$ cat config.mk
export PLATFORM = sky130hd
export DESIGN_NAME = ppm_modulator
export DESIGN_NICKNAME = d
export VERILOG_FILES = /design/src/hw/ppm_pkg.sv /design/src/hw/ppm_tick_gen.sv /design/src/hw/ppm_modulator.sv
export SDC_FILE = /design/constraint.sdc
export NUM_CORES = 1
export LEC_CHECK = 0
export ABC_CLOCK_PERIOD_IN_PS = 3400
export BUFFER_PORTS_ARGS = -buffer_cell sky130_fd_sc_hd__buf_4
export CAP_MARGIN = 20
export CORE_MARGIN = 2
export CORE_UTILIZATION = 35
export CTS_CLUSTER_SIZE = 24
export DETAILED_ROUTE_END_ITERATION = 16
export GPL_ROUTABILITY_DRIVEN = 0
export PLACE_DENSITY = 0.69
export SKIP_CTS_REPAIR_TIMING = 1
export SYNTH_ARGS = -nofsm -noshare
export SYNTH_HDL_FRONTEND = slang
export SYNTH_SLANG_ARGS = --single-unit
$ cat constraint.sdc
create_clock -name clk -period 3.4 [get_ports clk]
set_clock_uncertainty 0.1 [all_clocks]
set_input_delay 0.17 -clock clk [delete_from_list [all_inputs] [get_ports clk]]
set_output_delay 0.17 -clock clk [all_outputs]
set_load 0.005 [all_outputs]
$ cat src/hw/ppm_pkg.sv
// ============================================================
// Shared constants and types
// ============================================================
package ppm_pkg;

  localparam int unsigned ADR_WIDTH       = 12;
  localparam logic [9:0]  IDX_CONTROL     = 10'h0D7;
  localparam logic [9:0]  IDX_SAMPLE      = 10'h0D8;
  localparam logic [9:0]  IDX_STATUS      = 10'h0D9;
  localparam logic [7:0]  CONTROL_RESET   = 8'h00;
  localparam logic [7:0]  SAMPLE_RESET    = 8'h00;
  localparam logic [7:0]  CONTROL_RW_MASK = 8'hED;
  localparam logic [1:0]  PRESC_DIV4      = 2'h0;
  localparam logic [1:0]  PRESC_DIV6      = 2'h1;
  localparam logic [1:0]  PRESC_DIV7      = 2'h2;
  localparam logic [2:0]  DIVISOR_4       = 3'h4;
  localparam logic [2:0]  DIVISOR_6       = 3'h6;
  localparam logic [2:0]  DIVISOR_7       = 3'h7;
  localparam int unsigned PERIOD_COUNTS   = 128;
  localparam logic [6:0]  PERIOD_LAST     = 7'h7F;

  // ============================================================
  // Register layouts
  // ============================================================
  typedef struct packed {
    logic [1:0] low_bits;
    logic       wide_sample_select;
    logic       rsv4;
    logic [1:0] presc;
    logic       rsv1;
    logic       on;
  } ppm_ctl_t;

  typedef struct packed {
    logic [6:0] period_pos;
    logic       running;
  } ppm_status_t;

  // Settings that one sample period runs with.
  typedef struct packed {
    logic       sign;
    logic       wide;
    logic [1:0] presc;
    logic [8:0] mag;
  } ppm_cfg_t;

  typedef struct packed {
    logic                 cyc;
    logic                 stb;
    logic                 we;
    logic [ADR_WIDTH-1:0] adr;
    logic [3:0]           sel;
    logic [31:0]          dat;
  } ppm_wb_req_t;

  typedef struct packed {
    logic        ack;
    logic [31:0] dat;
  } ppm_wb_rsp_t;

  typedef enum logic [1:0] {
    PPM_IDLE = 2'b01,
    PPM_RUN  = 2'b10
  } ppm_state_t;

  function automatic logic [2:0] ppm_divisor(input logic [1:0] code);
    case (code)
      PRESC_DIV4: return DIVISOR_4;
      PRESC_DIV6: return DIVISOR_6;
      default:    return DIVISOR_7;
    endcase
  endfunction : ppm_divisor

endpackage : ppm_pkg

$ cat src/hw/ppm_tick_gen.sv
`timescale 1ns/100ps
// ============================================================
// Prescaler and counter clock enables
// ============================================================
module ppm_tick_gen (
  input  wire logic       clk,
  input  wire logic       reset,
  input  wire logic       ce,
  input  wire logic       hold,
  input  wire logic       restart,
  input  wire logic [1:0] presc,
  input  wire logic       wide,
  output logic            period_tick,
  output logic            data_tick
);

  logic [2:0] pre_q;
  logic       half_q;
  logic [2:0] div;

  always_comb begin
    div         = ppm_pkg::ppm_divisor(presc);
    period_tick = !hold && (pre_q == div - 3'h1);
    if (hold) begin
      data_tick = 1'b0;
    end else if (!wide) begin
      data_tick = period_tick;
    end else if (presc == ppm_pkg::PRESC_DIV4) begin
      data_tick = 1'b1;
    end else begin
      data_tick = half_q;
    end
  end

  // Both counters restart with the period, so the odd divide by 7
  // never leaves the half-rate phase misaligned.
  always_ff @(posedge clk) begin
    if (reset) begin
      pre_q <= 3'h0;
    end else if (ce) begin
      if (hold || restart || period_tick) begin
        pre_q <= 3'h0;
      end else begin
        pre_q <= pre_q + 3'h1;
      end
    end
  end

  always_ff @(posedge clk) begin
    if (reset) begin
      half_q <= 1'b0;
    end else if (ce) begin
      half_q <= (hold || restart) ? 1'b0 : !half_q;
    end
  end

endmodule : ppm_tick_gen

$ cat src/hw/ppm_modulator.sv
// Decided for this implementation: the Wishbone register port.
`timescale 1ns/100ps
// ============================================================
// Summary of operation
// Sample sign bit picks which output pulses; the other stays low.
// A zero magnitude keeps both outputs low all period.
// While on, periods repeat with the current settings indefinitely.
// Control: bit0 on, bits3:2 prescaler, bit5 width, bits7:6 low bits.
// Width select resets to 8-bit; setting it gives 10-bit samples.
// 10-bit magnitude appends control bits 7:6 below the sample.
// A written sample reaches the outputs one period later.
// Period counter is 128 prescaled counts; wrap restarts modulator.
// Prescaler divides by 4, 6 or 7; 8-bit mode counts both with it.
// Selected output high from period start for magnitude counts.
// 8-bit value 7FH gives full scale at every prescaler.
// 10-bit pulse counter runs at core/2, or core for divide 4.
// Only divide 4 gives the full 512 magnitude range.
// Magnitude beyond the period saturates to high all period.
// When off, both outputs are released, pulled up outside.
// Firmware turns the modulator off before chip power-down.
// Firmware writes samples in step with the sample period.
// With 10-bit and divide 7, firmware scales to +/-447.
// Prescaler codes 00, 01, 10 mean 4, 6, 7; 11 means 7.
// Magnitude is bits below the sign, latched at each restart.
// ============================================================
module ppm_modulator (
  input  wire logic                 clk,
  input  wire logic                 reset,
  input  wire logic                 ce,
  input  wire ppm_pkg::ppm_wb_req_t wb_req,
  output ppm_pkg::ppm_wb_rsp_t      wb_rsp,
  output logic                      positive_pulse_out,
  output logic                      positive_pulse_oe,
  output logic                      negative_pulse_out,
  output logic                      negative_pulse_oe
);

  // ============================================================
  // Declarations
  // ============================================================
  ppm_pkg::ppm_ctl_t    ctl_q;
  logic [7:0]           sample_q;
  logic                 ack_q;
  logic [31:0]          rdat_q;
  logic [7:0]           rd_byte;
  ppm_pkg::ppm_status_t status;
  logic                 bus_req;
  logic                 wr_en;
  ppm_pkg::ppm_state_t  state_q;
  ppm_pkg::ppm_cfg_t    cfg_q;
  ppm_pkg::ppm_cfg_t    cfg_d;
  ppm_pkg::ppm_cfg_t    cfg_n;
  logic [6:0]           pcnt_q;
  logic [9:0]           dcnt_q;
  logic [9:0]           dcnt_d;
  logic                 period_tick;
  logic                 data_tick;
  logic                 start;
  logic                 wrap;
  logic                 restart;
  logic                 running;
  logic                 high_d;
  logic                 pos_q;
  logic                 neg_q;
  logic                 oe_q;
  logic [9:0]           len_q;
  logic [9:0]           hi_q;
  logic                 full_q;

  function automatic logic reg_hit(input logic [11:0] adr,
                                   input logic [9:0]  idx);
    return adr[11:2] == idx;
  endfunction : reg_hit

  // ============================================================
  // Wishbone slave
  // ============================================================
  // One wait state: ack follows the request by one edge and drops
  // in the cycle after, so a held strobe is answered again every second cycle.
  assign bus_req = wb_req.cyc && wb_req.stb;
  assign wr_en   = bus_req && wb_req.we && ack_q && wb_req.sel[0];

  always_ff @(posedge clk) begin
    if (reset) begin
      ack_q <= 1'b0;
    end else if (ce) begin
      ack_q <= bus_req && !ack_q;
    end
  end

  always_ff @(posedge clk) begin
    if (reset) begin
      ctl_q <= ppm_pkg::ppm_ctl_t'(ppm_pkg::CONTROL_RESET);
    end else if (ce && wr_en && reg_hit(wb_req.adr,
                                        ppm_pkg::IDX_CONTROL)) begin
      ctl_q <= ppm_pkg::ppm_ctl_t'(wb_req.dat[7:0] &
                                   ppm_pkg::CONTROL_RW_MASK);
    end
  end

  always_ff @(posedge clk) begin
    if (reset) begin
      sample_q <= ppm_pkg::SAMPLE_RESET;
    end else if (ce && wr_en && reg_hit(wb_req.adr,
                                        ppm_pkg::IDX_SAMPLE)) begin
      sample_q <= wb_req.dat[7:0];
    end
  end

  always_comb begin
    status.period_pos = pcnt_q;
    status.running    = running;
    rd_byte           = 8'h00;
    if (reg_hit(wb_req.adr, ppm_pkg::IDX_CONTROL)) begin
      rd_byte = ctl_q;
    end else if (reg_hit(wb_req.adr, ppm_pkg::IDX_SAMPLE)) begin
      rd_byte = sample_q;
    end else if (reg_hit(wb_req.adr, ppm_pkg::IDX_STATUS)) begin
      rd_byte = status;
    end
  end

  always_ff @(posedge clk) begin
    if (reset) begin
      rdat_q <= 32'h00000000;
    end else if (ce && bus_req && !ack_q) begin
      rdat_q <= {24'h000000, rd_byte};
    end
  end

  assign wb_rsp.ack = ack_q;
  assign wb_rsp.dat = rdat_q;

  // ============================================================
  // On/off control
  // ============================================================
  assign running = (state_q == ppm_pkg::PPM_RUN);

  always_ff @(posedge clk) begin
    if (reset) begin
      state_q <= ppm_pkg::PPM_IDLE;
    end else if (ce) begin
      case (state_q)
        ppm_pkg::PPM_IDLE: begin
          if (ctl_q.on) begin
            state_q <= ppm_pkg::PPM_RUN;
          end
        end
        ppm_pkg::PPM_RUN: begin
          if (!ctl_q.on) begin
            state_q <= ppm_pkg::PPM_IDLE;
          end
        end
        default: begin
          state_q <= ppm_pkg::PPM_IDLE;
        end
      endcase
    end
  end

  // ============================================================
  // Period timing
  // ============================================================
  ppm_tick_gen u_ticks (
    .clk         (clk),
    .reset       (reset),
    .ce          (ce),
    .hold        (!running),
    .restart     (restart),
    .presc       (cfg_q.presc),
    .wide        (cfg_q.wide),
    .period_tick (period_tick),
    .data_tick   (data_tick)
  );

  assign start   = !running && ctl_q.on;
  assign wrap    = running && ctl_q.on && period_tick &&
                   (pcnt_q == ppm_pkg::PERIOD_LAST);
  assign restart = start || wrap;

  always_ff @(posedge clk) begin
    if (reset) begin
      pcnt_q <= 7'h00;
    end else if (ce) begin
      if (!running || restart) begin
        pcnt_q <= 7'h00;
      end else if (period_tick) begin
        pcnt_q <= pcnt_q + 7'h01;
      end
    end
  end

  // Settings are captured only at a restart, so a write shows up in
  // the following period and never splits a pulse.
  always_comb begin
    cfg_d.sign  = sample_q[7];
    cfg_d.wide  = ctl_q.wide_sample_select;
    cfg_d.presc = ctl_q.presc;
    if (ctl_q.wide_sample_select) begin
      cfg_d.mag = {sample_q[6:0], ctl_q.low_bits};
    end else begin
      cfg_d.mag = {2'b00, sample_q[6:0]};
    end
    cfg_n = restart ? cfg_d : cfg_q;
  end

  always_ff @(posedge clk) begin
    if (reset) begin
      cfg_q <= '0;
    end else if (ce && restart) begin
      cfg_q <= cfg_d;
    end
  end

  always_comb begin
    if (!ctl_q.on || restart) begin
      dcnt_d = 10'h000;
    end else if (data_tick && dcnt_q != 10'h3FF) begin
      dcnt_d = dcnt_q + 10'h001;
    end else begin
      dcnt_d = dcnt_q;
    end
  end

  always_ff @(posedge clk) begin
    if (reset) begin
      dcnt_q <= 10'h000;
    end else if (ce) begin
      dcnt_q <= dcnt_d;
    end
  end

  // ============================================================
  // Output drivers
  // ============================================================
  // A magnitude above the counts left in the period is simply never
  // reached by the counter, which gives saturation, not wrap.
  assign high_d = ctl_q.on && (cfg_n.mag > dcnt_d);

  always_ff @(posedge clk) begin
    if (reset) begin
      pos_q <= 1'b0;
      neg_q <= 1'b0;
      oe_q  <= 1'b0;
    end else if (ce) begin
      pos_q <= high_d && !cfg_n.sign;
      neg_q <= high_d && cfg_n.sign;
      oe_q  <= ctl_q.on;
    end
  end

  assign positive_pulse_out = pos_q;
  assign negative_pulse_out = neg_q;
  assign positive_pulse_oe  = oe_q;
  assign negative_pulse_oe  = oe_q;

  // ============================================================
  // Checks
  // ============================================================
  function automatic logic [9:0] hi_expect(input ppm_pkg::ppm_cfg_t c);
    int unsigned dv;
    int unsigned unit;
    int unsigned span;
    int unsigned prod;
    dv   = int'(ppm_pkg::ppm_divisor(c.presc));
    span = ppm_pkg::PERIOD_COUNTS * dv;
    if (!c.wide) begin
      unit = dv;
    end else if (c.presc == ppm_pkg::PRESC_DIV4) begin
      unit = 1;
    end else begin
      unit = 2;
    end
    prod = int'(c.mag) * unit;
    return 10'((prod > span) ? span : prod);
  endfunction : hi_expect

  always_ff @(posedge clk) begin
    if (reset) begin
      len_q  <= 10'h000;
      hi_q   <= 10'h000;
      full_q <= 1'b0;
    end else if (ce) begin
      len_q  <= restart ? 10'h000 : len_q + 10'h001;
      hi_q   <= restart ? 10'h000 : hi_q + {9'h000, pos_q || neg_q};
      full_q <= restart || (running && ctl_q.on && full_q);
    end
  end
endmodule : ppm_modulator

======== Yosys cells after proc, flatten, opt, wreduce, memory -nomap -nowiden ========
Cells that the tools add are included.
Widths: inputs -> output; s select.
word-level totals
  register bits after elaboration ......... 62
  bits in latches ......................... 0
  RAM bits ................................ 0
  bits in read-only memories .............. 0
  input bits .............................. 54
  output and inout bits ................... 37
  memories ................................ 0
cells by class
  $add $sub $neg .......................... 4
  $mul .................................... 0
  div/mod/pow operators ................... 0
  order comparisons ....................... 1
  eq/ne operators ......................... 11
  shift operators ......................... 0
  multiplexer cells ....................... 18
  bitwise operators ....................... 0
  reductions and logical operators ........ 33
operators by type and width
  operator               number
  $eq 10x8->1 const B    3
  $mux 8                 3
  $logic_and 1x1->1      20
  $mux 10                2
  $mux 7                 2
  $mux 13                1
  $add 10x1->10 const B  1
  $gt 9x10->1            1
  $ne 10x10->1 const B   1
  $mux 9                 1
  $pmux 2 s2             2
  $add 7x1->7 const B    1
  $eq 7x7->1 const B     1
  $logic_not 1->1        5
  $eq 2x1->1 const B     2
  $logic_or 1x1->1       4
  $mux 1                 4
  $mux 2                 2
  $ne 2x2->1 const B     2
  $add 3x1->3 const B    1
  $eq 3x3->1             1
  $mux 3                 1
  $reduce_and 3->1       1
  $sub 3x1->3 const B    1
  other kinds (4)        4

======== Logic depth before layout (Yosys ltp) ========
Gate-level depths: netlist of run 1.
  depth in word-level cells ............... 13
  depth in mapped cells ................... 16
  gate-level depth less buffers ........... 14

======== Cells and area by module ========
Synthesis of run 1 repeated with hierarchy kept, for this count alone.
second synthesis, totals
  cells, all modules ...................... 438
  area total of the unflattened synthesis .. 3574.7 sq um
by module, submodules not included
  module         times used  cells each  area each (sq um)  seq. area each (sq um)
  ppm_modulator  1           407         3303.2             1161.1
  ppm_tick_gen   1           31          271.5              80.1

======== Worst setup path before layout of run 1 ========
OpenSTA, ideal clock, no wires.
  path kind ............................... register to register
  from .................................... register pcnt_q[0]
  to ...................................... register neg_q (netlist: negative_pulse_out)
  library setup time ...................... 0.087 ns
  data arrival time ....................... 3.248 ns
  slack ................................... -0.035 ns
  cell stages (with the launch flop) ...... 17
  clock period less this slack ............ 3.435 ns
  cell sequence ........................... dfxtp_1 ha_1 and3_1 and3_4 a41oi_2 nand2b_1 buf_2 buf_1 nand2_1 o21ai_0 ha_1 and2_1 nand2_1 nor3_1 a21o_1 or4_1 o31ai_1
between the ends
  longest elaborated chain between the ends .. 8
  elaborated cells between the ends (all ways) .. 9
  those cells by class .................... order compare: 1; eq/ne: 1; mux: 2; reduce/logical: 5
RTL lines
  item                    line                  text
  from (decl)             ppm_modulator.sv:53   logic [6:0] pcnt_q;
  from (signal assigned)  ppm_modulator.sv:188  pcnt_q <= pcnt_q + 7'h01;
  $eq 7x7->1 *            ppm_modulator.sv:178  (pcnt_q == ppm_pkg::PERIOD_LAST);
  $logic_and 1x1->1 *     ppm_modulator.sv:177  assign wrap = running && ctl_q.on && period_tick &&
  $logic_or 1x1->1 *      ppm_modulator.sv:179  assign restart = start || wrap;
  $logic_or 1x1->1        ppm_modulator.sv:216  if (!ctl_q.on || restart) begin
  $mux 10                 ppm_modulator.sv:216
  $gt 9x10->1             ppm_modulator.sv:238  assign high_d = ctl_q.on && (cfg_n.mag > dcnt_d);
  $logic_and 1x1->1       ppm_modulator.sv:238
  $logic_and 1x1->1 *     ppm_modulator.sv:247  neg_q <= high_d && cfg_n.sign;
  to (signal assigned)    ppm_modulator.sv:247
  to (decl)               ppm_modulator.sv:64   logic neg_q;
Every way passes the cells marked *; elsewhere a longest branch is shown, timed or not.
A chain may end at the register's enable or synchronous reset.

======== Worst setup path after layout of run 1 ========
  from .................................... register cfg_q[9] (netlist bit)
  to ...................................... register pos_q (netlist: positive_pulse_out)
between the ends
  longest elaborated chain between the ends .. 13
  elaborated cells between the ends (all ways) .. 21
  those cells by class .................... add/sub: 1; order compare: 1; eq/ne: 2; mux: 7; reduce/logical: 10
RTL lines
  item                                                          line                                        text
  from (decl)                                                   ppm_modulator.sv:50                         ppm_pkg::ppm_cfg_t cfg_q;
  from (signal assigned)                                        ppm_modulator.sv:211                        cfg_q <= cfg_d;
  $eq 2x1->1 / $logic_not 2->1 (equally long branches)          ppm_pkg.sv:67, ppm_tick_gen.sv:28
  $pmux 2 s2                                                    ppm_pkg.sv:67                               case (code)
  $sub 3x1->3                                                   ppm_tick_gen.sv:23                          period_tick = !hold && (pre_q == div - 3'h1);
  $eq 3x3->1                                                    ppm_tick_gen.sv:23
  $logic_and 1x1->1                                             ppm_tick_gen.sv:23
  $mux 1 / $logic_and 1x1->1 (equally long branches)            ppm_tick_gen.sv:26, ppm_modulator.sv:177
  $mux 1 / $logic_and 1x1->1 (equally long branches)            ppm_tick_gen.sv:24, ppm_modulator.sv:177
  $logic_and 1x1->1 / $logic_or 1x1->1 (equally long branches)  ppm_modulator.sv:218, ppm_modulator.sv:179
  $mux 10 / $logic_or 1x1->1 (equally long branches)            ppm_modulator.sv:218, ppm_modulator.sv:216
  $mux 10                                                       ppm_modulator.sv:216
  $gt 9x10->1                                                   ppm_modulator.sv:238
  $logic_and 1x1->1                                             ppm_modulator.sv:238
  $logic_and 1x1->1 *                                           ppm_modulator.sv:246                        pos_q <= high_d && !cfg_n.sign;
  to (signal assigned)                                          ppm_modulator.sv:246
  to (decl)                                                     ppm_modulator.sv:63                         logic pos_q;
Marked as above.

==> qor.csv, run 1 <==
stage,metric,value,unit
logic_synthesis,"FF+latch count, synth",62,
routing,Initial DRT Pass Iterations,5,
pwr,Sw Ratio,26.89,%
job,max_cap viols,0,
final_layout,highest-count cells in the layout ignoring fill and taps,"dfxtp_1, buf_4, nand2_1, nor2_1, a21oi_1",
logic_synthesis,Synth Instances,456,
final_layout,Finished Core Util,43.48,%
clocking,total CTS buffers,9,
pwr,Leakage,1.594,nW
timing,worst slew pin tran,0.6631,ns
routing,vias per cell,5.396,
setup_path,CP max FO,4,
floorplan,DIE AREA,0.01130,sq mm
floorplan,FP Rows,37,
global_routing,GRT overflow,0,
floorplan,Ports,91,
timing,minimum clock period after layout,3.385,ns
setup_path,crit path DAT,3.55,ns
logic_synthesis,Yosys warning count,0,
final_layout,Final #Nets,572,
routing,wire per inst,14.30,um
timing,Peak Freq,0.2954,GHz
logic_synthesis,library cells used by synthesis,62,
pwr,Sequential Power Share,51.5,%
final_layout,synthesis-to-layout area growth,21.41,%
floorplan,initial core utilization,35.81,%
placed_design,Cells after DPL,616,
setup_path,Worst Path Required,3.57,ns
setup_path,worst setup path class,flop to flop,
logic_synthesis,"Cell Area, Synth",0.003664,sq mm
clocking,Worst-Skew Late Latency,0.35,ns
logic_synthesis,Synth async-reset ratio,0,%
placed_design,Post-DP HPWL,6.294,mm
logic_synthesis,sequential area share after synthesis,33.88,%
logic_synthesis,syn_area_per_cell,8.034,sq um
timing,Max Slew Vio Count,0,
global_routing,initial antenna violation count,0,
global_routing,pin count of the biggest net entering global routing,64,
timing,Fin. Hold Viols,0,
final_layout,proportion of layout cells with a drive suffix above 1,23.09,%
placed_design,placed cell areas,0.003983,sq mm
logic_synthesis,Synth area leaders,"dfxtp_1, nand2_1, buf_4",
pwr,clock power share,42.8,%
pwr,Net Sw Power,383.0,uW
routing,"wirelength, routed",9.251,mm
clocking,clock buffer depth,2,
timing,Hold Slack,0.005269,ns
clocking,clk slew on worst S/H paths,0.08,ns
logic_synthesis,"Primary FF master, synth",dfxtp_1,
timing,Finish-stage setup viols,0,
worst_hold_path,Worst Hold Class,primary input to flop,
routing,ANT nets after route,0,
logic_synthesis,Post-synth EDFFs,0,
pwr,pwr dens,320.2,mW/mm^2
floorplan,height of the die,106.3,um
timing,RSZ-0062 raised after global routing,true,
clocking,H-tree Lvls,3,
pwr,Comb power frac,5.7,%
pwr,VDD IR max,0.1617,mV
setup_path,CP endpoint kind,flop,
floorplan,Core ar.,0.01023,sq mm
final_layout,ANT cells,0,
final_layout,fin area,0.004448,sq mm
final_layout,fillers,980,
run_status,outcome,finished clean,
placed_design,Port Buffer Count,37,
global_routing,first-pass GRT wire length,14.92,mm
clocking,Sink Count,62,
setup_path,Startpoint Class,flop,
clocking,Root Driver,clkbuf_8,
clocking,TritonCTS clock tree,built,
routing,1st-iter DRT viols,184,
floorplan,Die X,106.3,um
global_routing,Total GRT Usage,16.41,%
logic_synthesis,top-area cell type share of the netlist area,33.88,%
pwr,Internal Power,1.041,mW
pwr,Total Power,1.424,mW
routing,DRC violations left,0,
routing,vias,3491,
final_layout,fin cells,647,
global_routing,vias in the first global route,3151,
timing,relative slew slack,55.79,%
logic_synthesis,Synth area leader,dfxtp_1,
timing,fin crit share,99.57,%
==> critical path, cell delays in order, from the launching register on <==
cell,delay (ns)
dfxtp_2,0.33
or3b_4,0.39
and3_4,0.20
a211oi_4,0.31
buf_6,0.15
nand4_1,0.13
xnor2_2,0.23
nand2_1,0.07
ha_1,0.27
and2_4,0.14
nand2_2,0.06
nor3_1,0.05
a21o_1,0.15
or4_4,0.49
o31ai_2,0.23
==> path summary, 6_finish.rpt <==
kind | slack (ns) | end | cells past startpoint | start
worst max register to register | 0.01 | positive_pulse_out | 14 | cfg_q[9]
worst min-delay path | 0.005 | ctl_q[0] | 3 | wb_req[0]
worst max-delay path | 0.01 | positive_pulse_out | 14 | cfg_q[9]
worst min register to register | 0.38 | negative_pulse_out | 2 | negative_pulse_out
==> cells by family after synthesis <==
family | synth area share (%)
other cells | 0.1024
mux | 3.347
flops | 33.88
compound gates | 20.73
fa+ha+maj | 4.098
xor+xnor | 1.674
buf+inv | 9.870
simple gates | 26.30
==> sequential cells by signal, summed over array words and instances, names as in the netlist <==
| signal | cells |
|---|---|
| cfg_q | 13 |
| dcnt_q | 10 |
| rdat_q | 8 |
| sample_q | 8 |
| pcnt_q | 7 |
| cfg_d | 3 |
| ctl_q | 3 |
| u_ticks.pre_q | 3 |
| state_q | 2 |
| ack_q | 1 |
| negative_pulse_oe | 1 |
| negative_pulse_out | 1 |
| positive_pulse_out | 1 |
| u_ticks.half_q | 1 |
==> per-stage QoR <==
step	setup WS, ns	TNS (ns)
floorplan	0.07101	0
global placement	0.02383	0
detailed placement	-0.05123	-0.07646
CTS	-0.09514	-0.1644
global route	-0.1096	-0.1747
finish	0.01468	0
==> Yosys cell counts (6+ instances only) <==
| cell | number |
|---|---|
| dfxtp_1 | 62 |
| nand2_1 | 59 |
| nor2_1 | 41 |
| a21oi_1 | 39 |
| nand3_1 | 29 |
| buf_4 | 28 |
| o21ai_0 | 22 |
| a211oi_1 | 16 |
| clkbuf_1 | 16 |
| ha_1 | 12 |
| mux2i_1 | 10 |
| nand2b_1 | 8 |
| a222oi_1 | 6 |
| a31oi_1 | 6 |
| nand4_1 | 6 |
| nor3_1 | 6 |
| xnor2_1 | 6 |
==> final cells by class <==
class                           instances  area, sq um  share of cell area [%]
Inverter                                5        18.77                  0.4219
Timing Repair Buffer                   69        546.8                   12.29
Clock buffer                            9        123.9                   2.785
Multi-Input combinational cell        359         2288                   51.45
Clock inverter                          7        55.05                   1.238
Tap cell                              136        170.2                   3.826
Sequential cell                        62         1245                   27.99
==> power groups by stage <==
stage / clock network, mW / logic, mW / registers [mW]
3_3_place_gp: 0 / 0.0725 / 0.750
2_1_floorplan: 0 / 0.0595 / 0.751
4_1_cts: 0.616 / 0.0741 / 0.733
6_report: 0.609 / 0.0817 / 0.733
3_5_place_dp: 0 / 0.0740 / 0.750
5_1_grt: 0.655 / 0.0911 / 0.734
==> routing by layer <==
metal  track usage (%)  vias to the layer above  share of wire, %
met5                 0                        -                 0
met4             4.793                        0               1.2
met3             3.801                       12               6.1
met1             21.03                     1630                44
li1                  -                     1711                 -
met2             27.47                      138                48
Power figures use the tool's default switching activity.
==> run 2, diff against run 1 <==
--- a/config.mk
+++ b/config.mk
@@ -14,6 +14,7 @@
 export DETAILED_ROUTE_END_ITERATION = 16
 export GPL_ROUTABILITY_DRIVEN = 0
 export PLACE_DENSITY = 0.69
+export RECOVER_POWER = 100
 export SKIP_CTS_REPAIR_TIMING = 1
 export SYNTH_ARGS = -nofsm -noshare
 export SYNTH_HDL_FRONTEND = slang
==> qor.csv, run 2 (synthesized netlist as in run 1, its figures left out) <==
stage,metric,value,unit
run_status,outcome,finished clean,
setup_path,Startpoint Class,flop,
clocking,TritonCTS clock tree,built,
timing,minimum clock period after layout,3.379,ns
placed_design,Setup WS pre-CTS,-0.05123,ns
timing,Hold Slack,0.003854,ns
timing,post-layout worst setup margin,0.02054,ns
routing,"wirelength, routed",9.181,mm
timing,Fin. Hold Viols,0,
final_layout,fillers,981,
job,max_cap viols,0,
pwr,Leakage,1.575,nW
clocking,Worst-Skew Late Latency,0.35,ns
timing,RSZ-0062 raised after global routing,true,
routing,vias per cell,5.366,
global_routing,initial antenna violation count,0,
routing,DRC violations left,0,
timing,Peak Freq,0.2959,GHz
pwr,Total Power,1.426,mW
timing,Finish-stage setup viols,0,
final_layout,synthesis-to-layout area growth,21.11,%
pwr,pwr dens,321.3,mW/mm^2
clocking,Root Driver,clkbuf_8,
pwr,VDD IR max,0.1611,mV
timing,fin crit share,99.40,%
global_routing,Total GRT Usage,16.41,%
floorplan,FP Rows,37,
placed_design,placed cell areas,0.003983,sq mm
final_layout,"commonest non-fill, non-tap cell in the layout",dfxtp_1,
clocking,total CTS buffers,9,
setup_path,Worst Path Required,3.57,ns
placed_design,Post-DP HPWL,6.294,mm
final_layout,Biggest register,cfg_q,
clocking,Sink Count,62,
floorplan,height of the die,106.3,um
floorplan,initial core utilization,35.81,%
global_routing,first-pass GRT wire length,14.92,mm
final_layout,fin area,0.004437,sq mm
timing,worst slew pin tran,0.6813,ns
final_layout,number of flip-flops in the largest register,13,
routing,vias,3472,
placed_design,Cells after DPL,616,
global_routing,pin count of the biggest net entering global routing,64,
clocking,clk slew on worst S/H paths,0.08,ns
final_layout,proportion of layout cells with a drive suffix above 1,22.50,%
timing,Max Slew Vio Count,0,
setup_path,CP max FO,4,
final_layout,fin cells,647,
setup_path,CP endpoint kind,flop,
floorplan,Ports,91,
final_layout,largest registers,"cfg_q (13), dcnt_q (10)",
global_routing,GRT overflow,0,
final_layout,Final #Nets,572,
setup_path,worst setup path class,flop to flop,
floorplan,Die X,106.3,um
clocking,clock buffer depth,2,
routing,ANT nets after route,0,
worst_hold_path,Worst Hold Class,primary input to flop,
clocking,H-tree Lvls,3,
final_layout,ANT cells,0,
routing,Initial DRT Pass Iterations,5,
floorplan,DIE AREA,0.01130,sq mm
timing,relative slew slack,54.58,%
floorplan,Core ar.,0.01023,sq mm
final_layout,highest-count cells in the layout ignoring fill and taps,"dfxtp_1, nand2_1, buf_4, nor2_1, a21oi_1",
global_routing,vias in the first global route,3151,
routing,wire per inst,14.19,um
placed_design,Port Buffer Count,37,
routing,1st-iter DRT viols,186,
setup_path,crit path DAT,3.55,ns
## run 2: path summary, 6_finish.rpt
kind,startpoint,cells after the start,endpoint,slack [ns]
worst max register to register,cfg_q[9],13,positive_pulse_out,0.02
worst max-delay path,cfg_q[9],13,positive_pulse_out,0.02
worst min register to register,negative_pulse_out,2,negative_pulse_out,0.38
worst min-delay path,wb_req[0],3,ctl_q[0],0.004
## run 2: power breakdown
| part | total [mW] | switching [mW] | internal [mW] |
|---|---|---|---|
| Combinational | 0.0806 | 0.0438 | 0.0368 |
| Sequential | 0.733 | 0.00265 | 0.730 |
| Clock | 0.612 | 0.339 | 0.273 |
## run 2: cell type report
cell class                 instances  area (sq um)  share of cell area, %
timing repair buffer              69         535.5                  12.07
tap                              136         170.2                  3.835
clock buffer                       9         123.9                  2.792
sequential                        62          1245                  28.06
inverter                           5         18.77                 0.4230
multi-input combinational        359          2288                  51.58
clock inverter                     7         55.05                  1.241
## run 2: routing by layer
metal	vias to the layer above	GRT usage (%)	part of all wire, %
met5	-	0	0
met4	0	4.793	1.3
met3	14	3.801	6.5
met2	126	27.47	48
met1	1618	21.03	44
li1	1714	-	-
## run 2: through the flow
step / setup TNS, ns / util, %
floorplan: 0 / -
global placement: 0 / 38.93
detailed placement: -0.07646 / 38.93
CTS: -0.1644 / 40.68
global route: -0.1747 / 43.37
finish: 0 / 43.37
## run 2: critical path, stage by stage, from the launching register on
cell,delay (ns)
dfxtp_2,0.33
or3b_4,0.39
and3_4,0.20
a211oi_4,0.30
buf_6,0.16
nand4_1,0.15
xnor2_2,0.27
nand2_1,0.14
ha_4,0.23
nand4_1,0.10
nor3_1,0.06
a21o_1,0.15
or4_4,0.50
o31ai_2,0.23
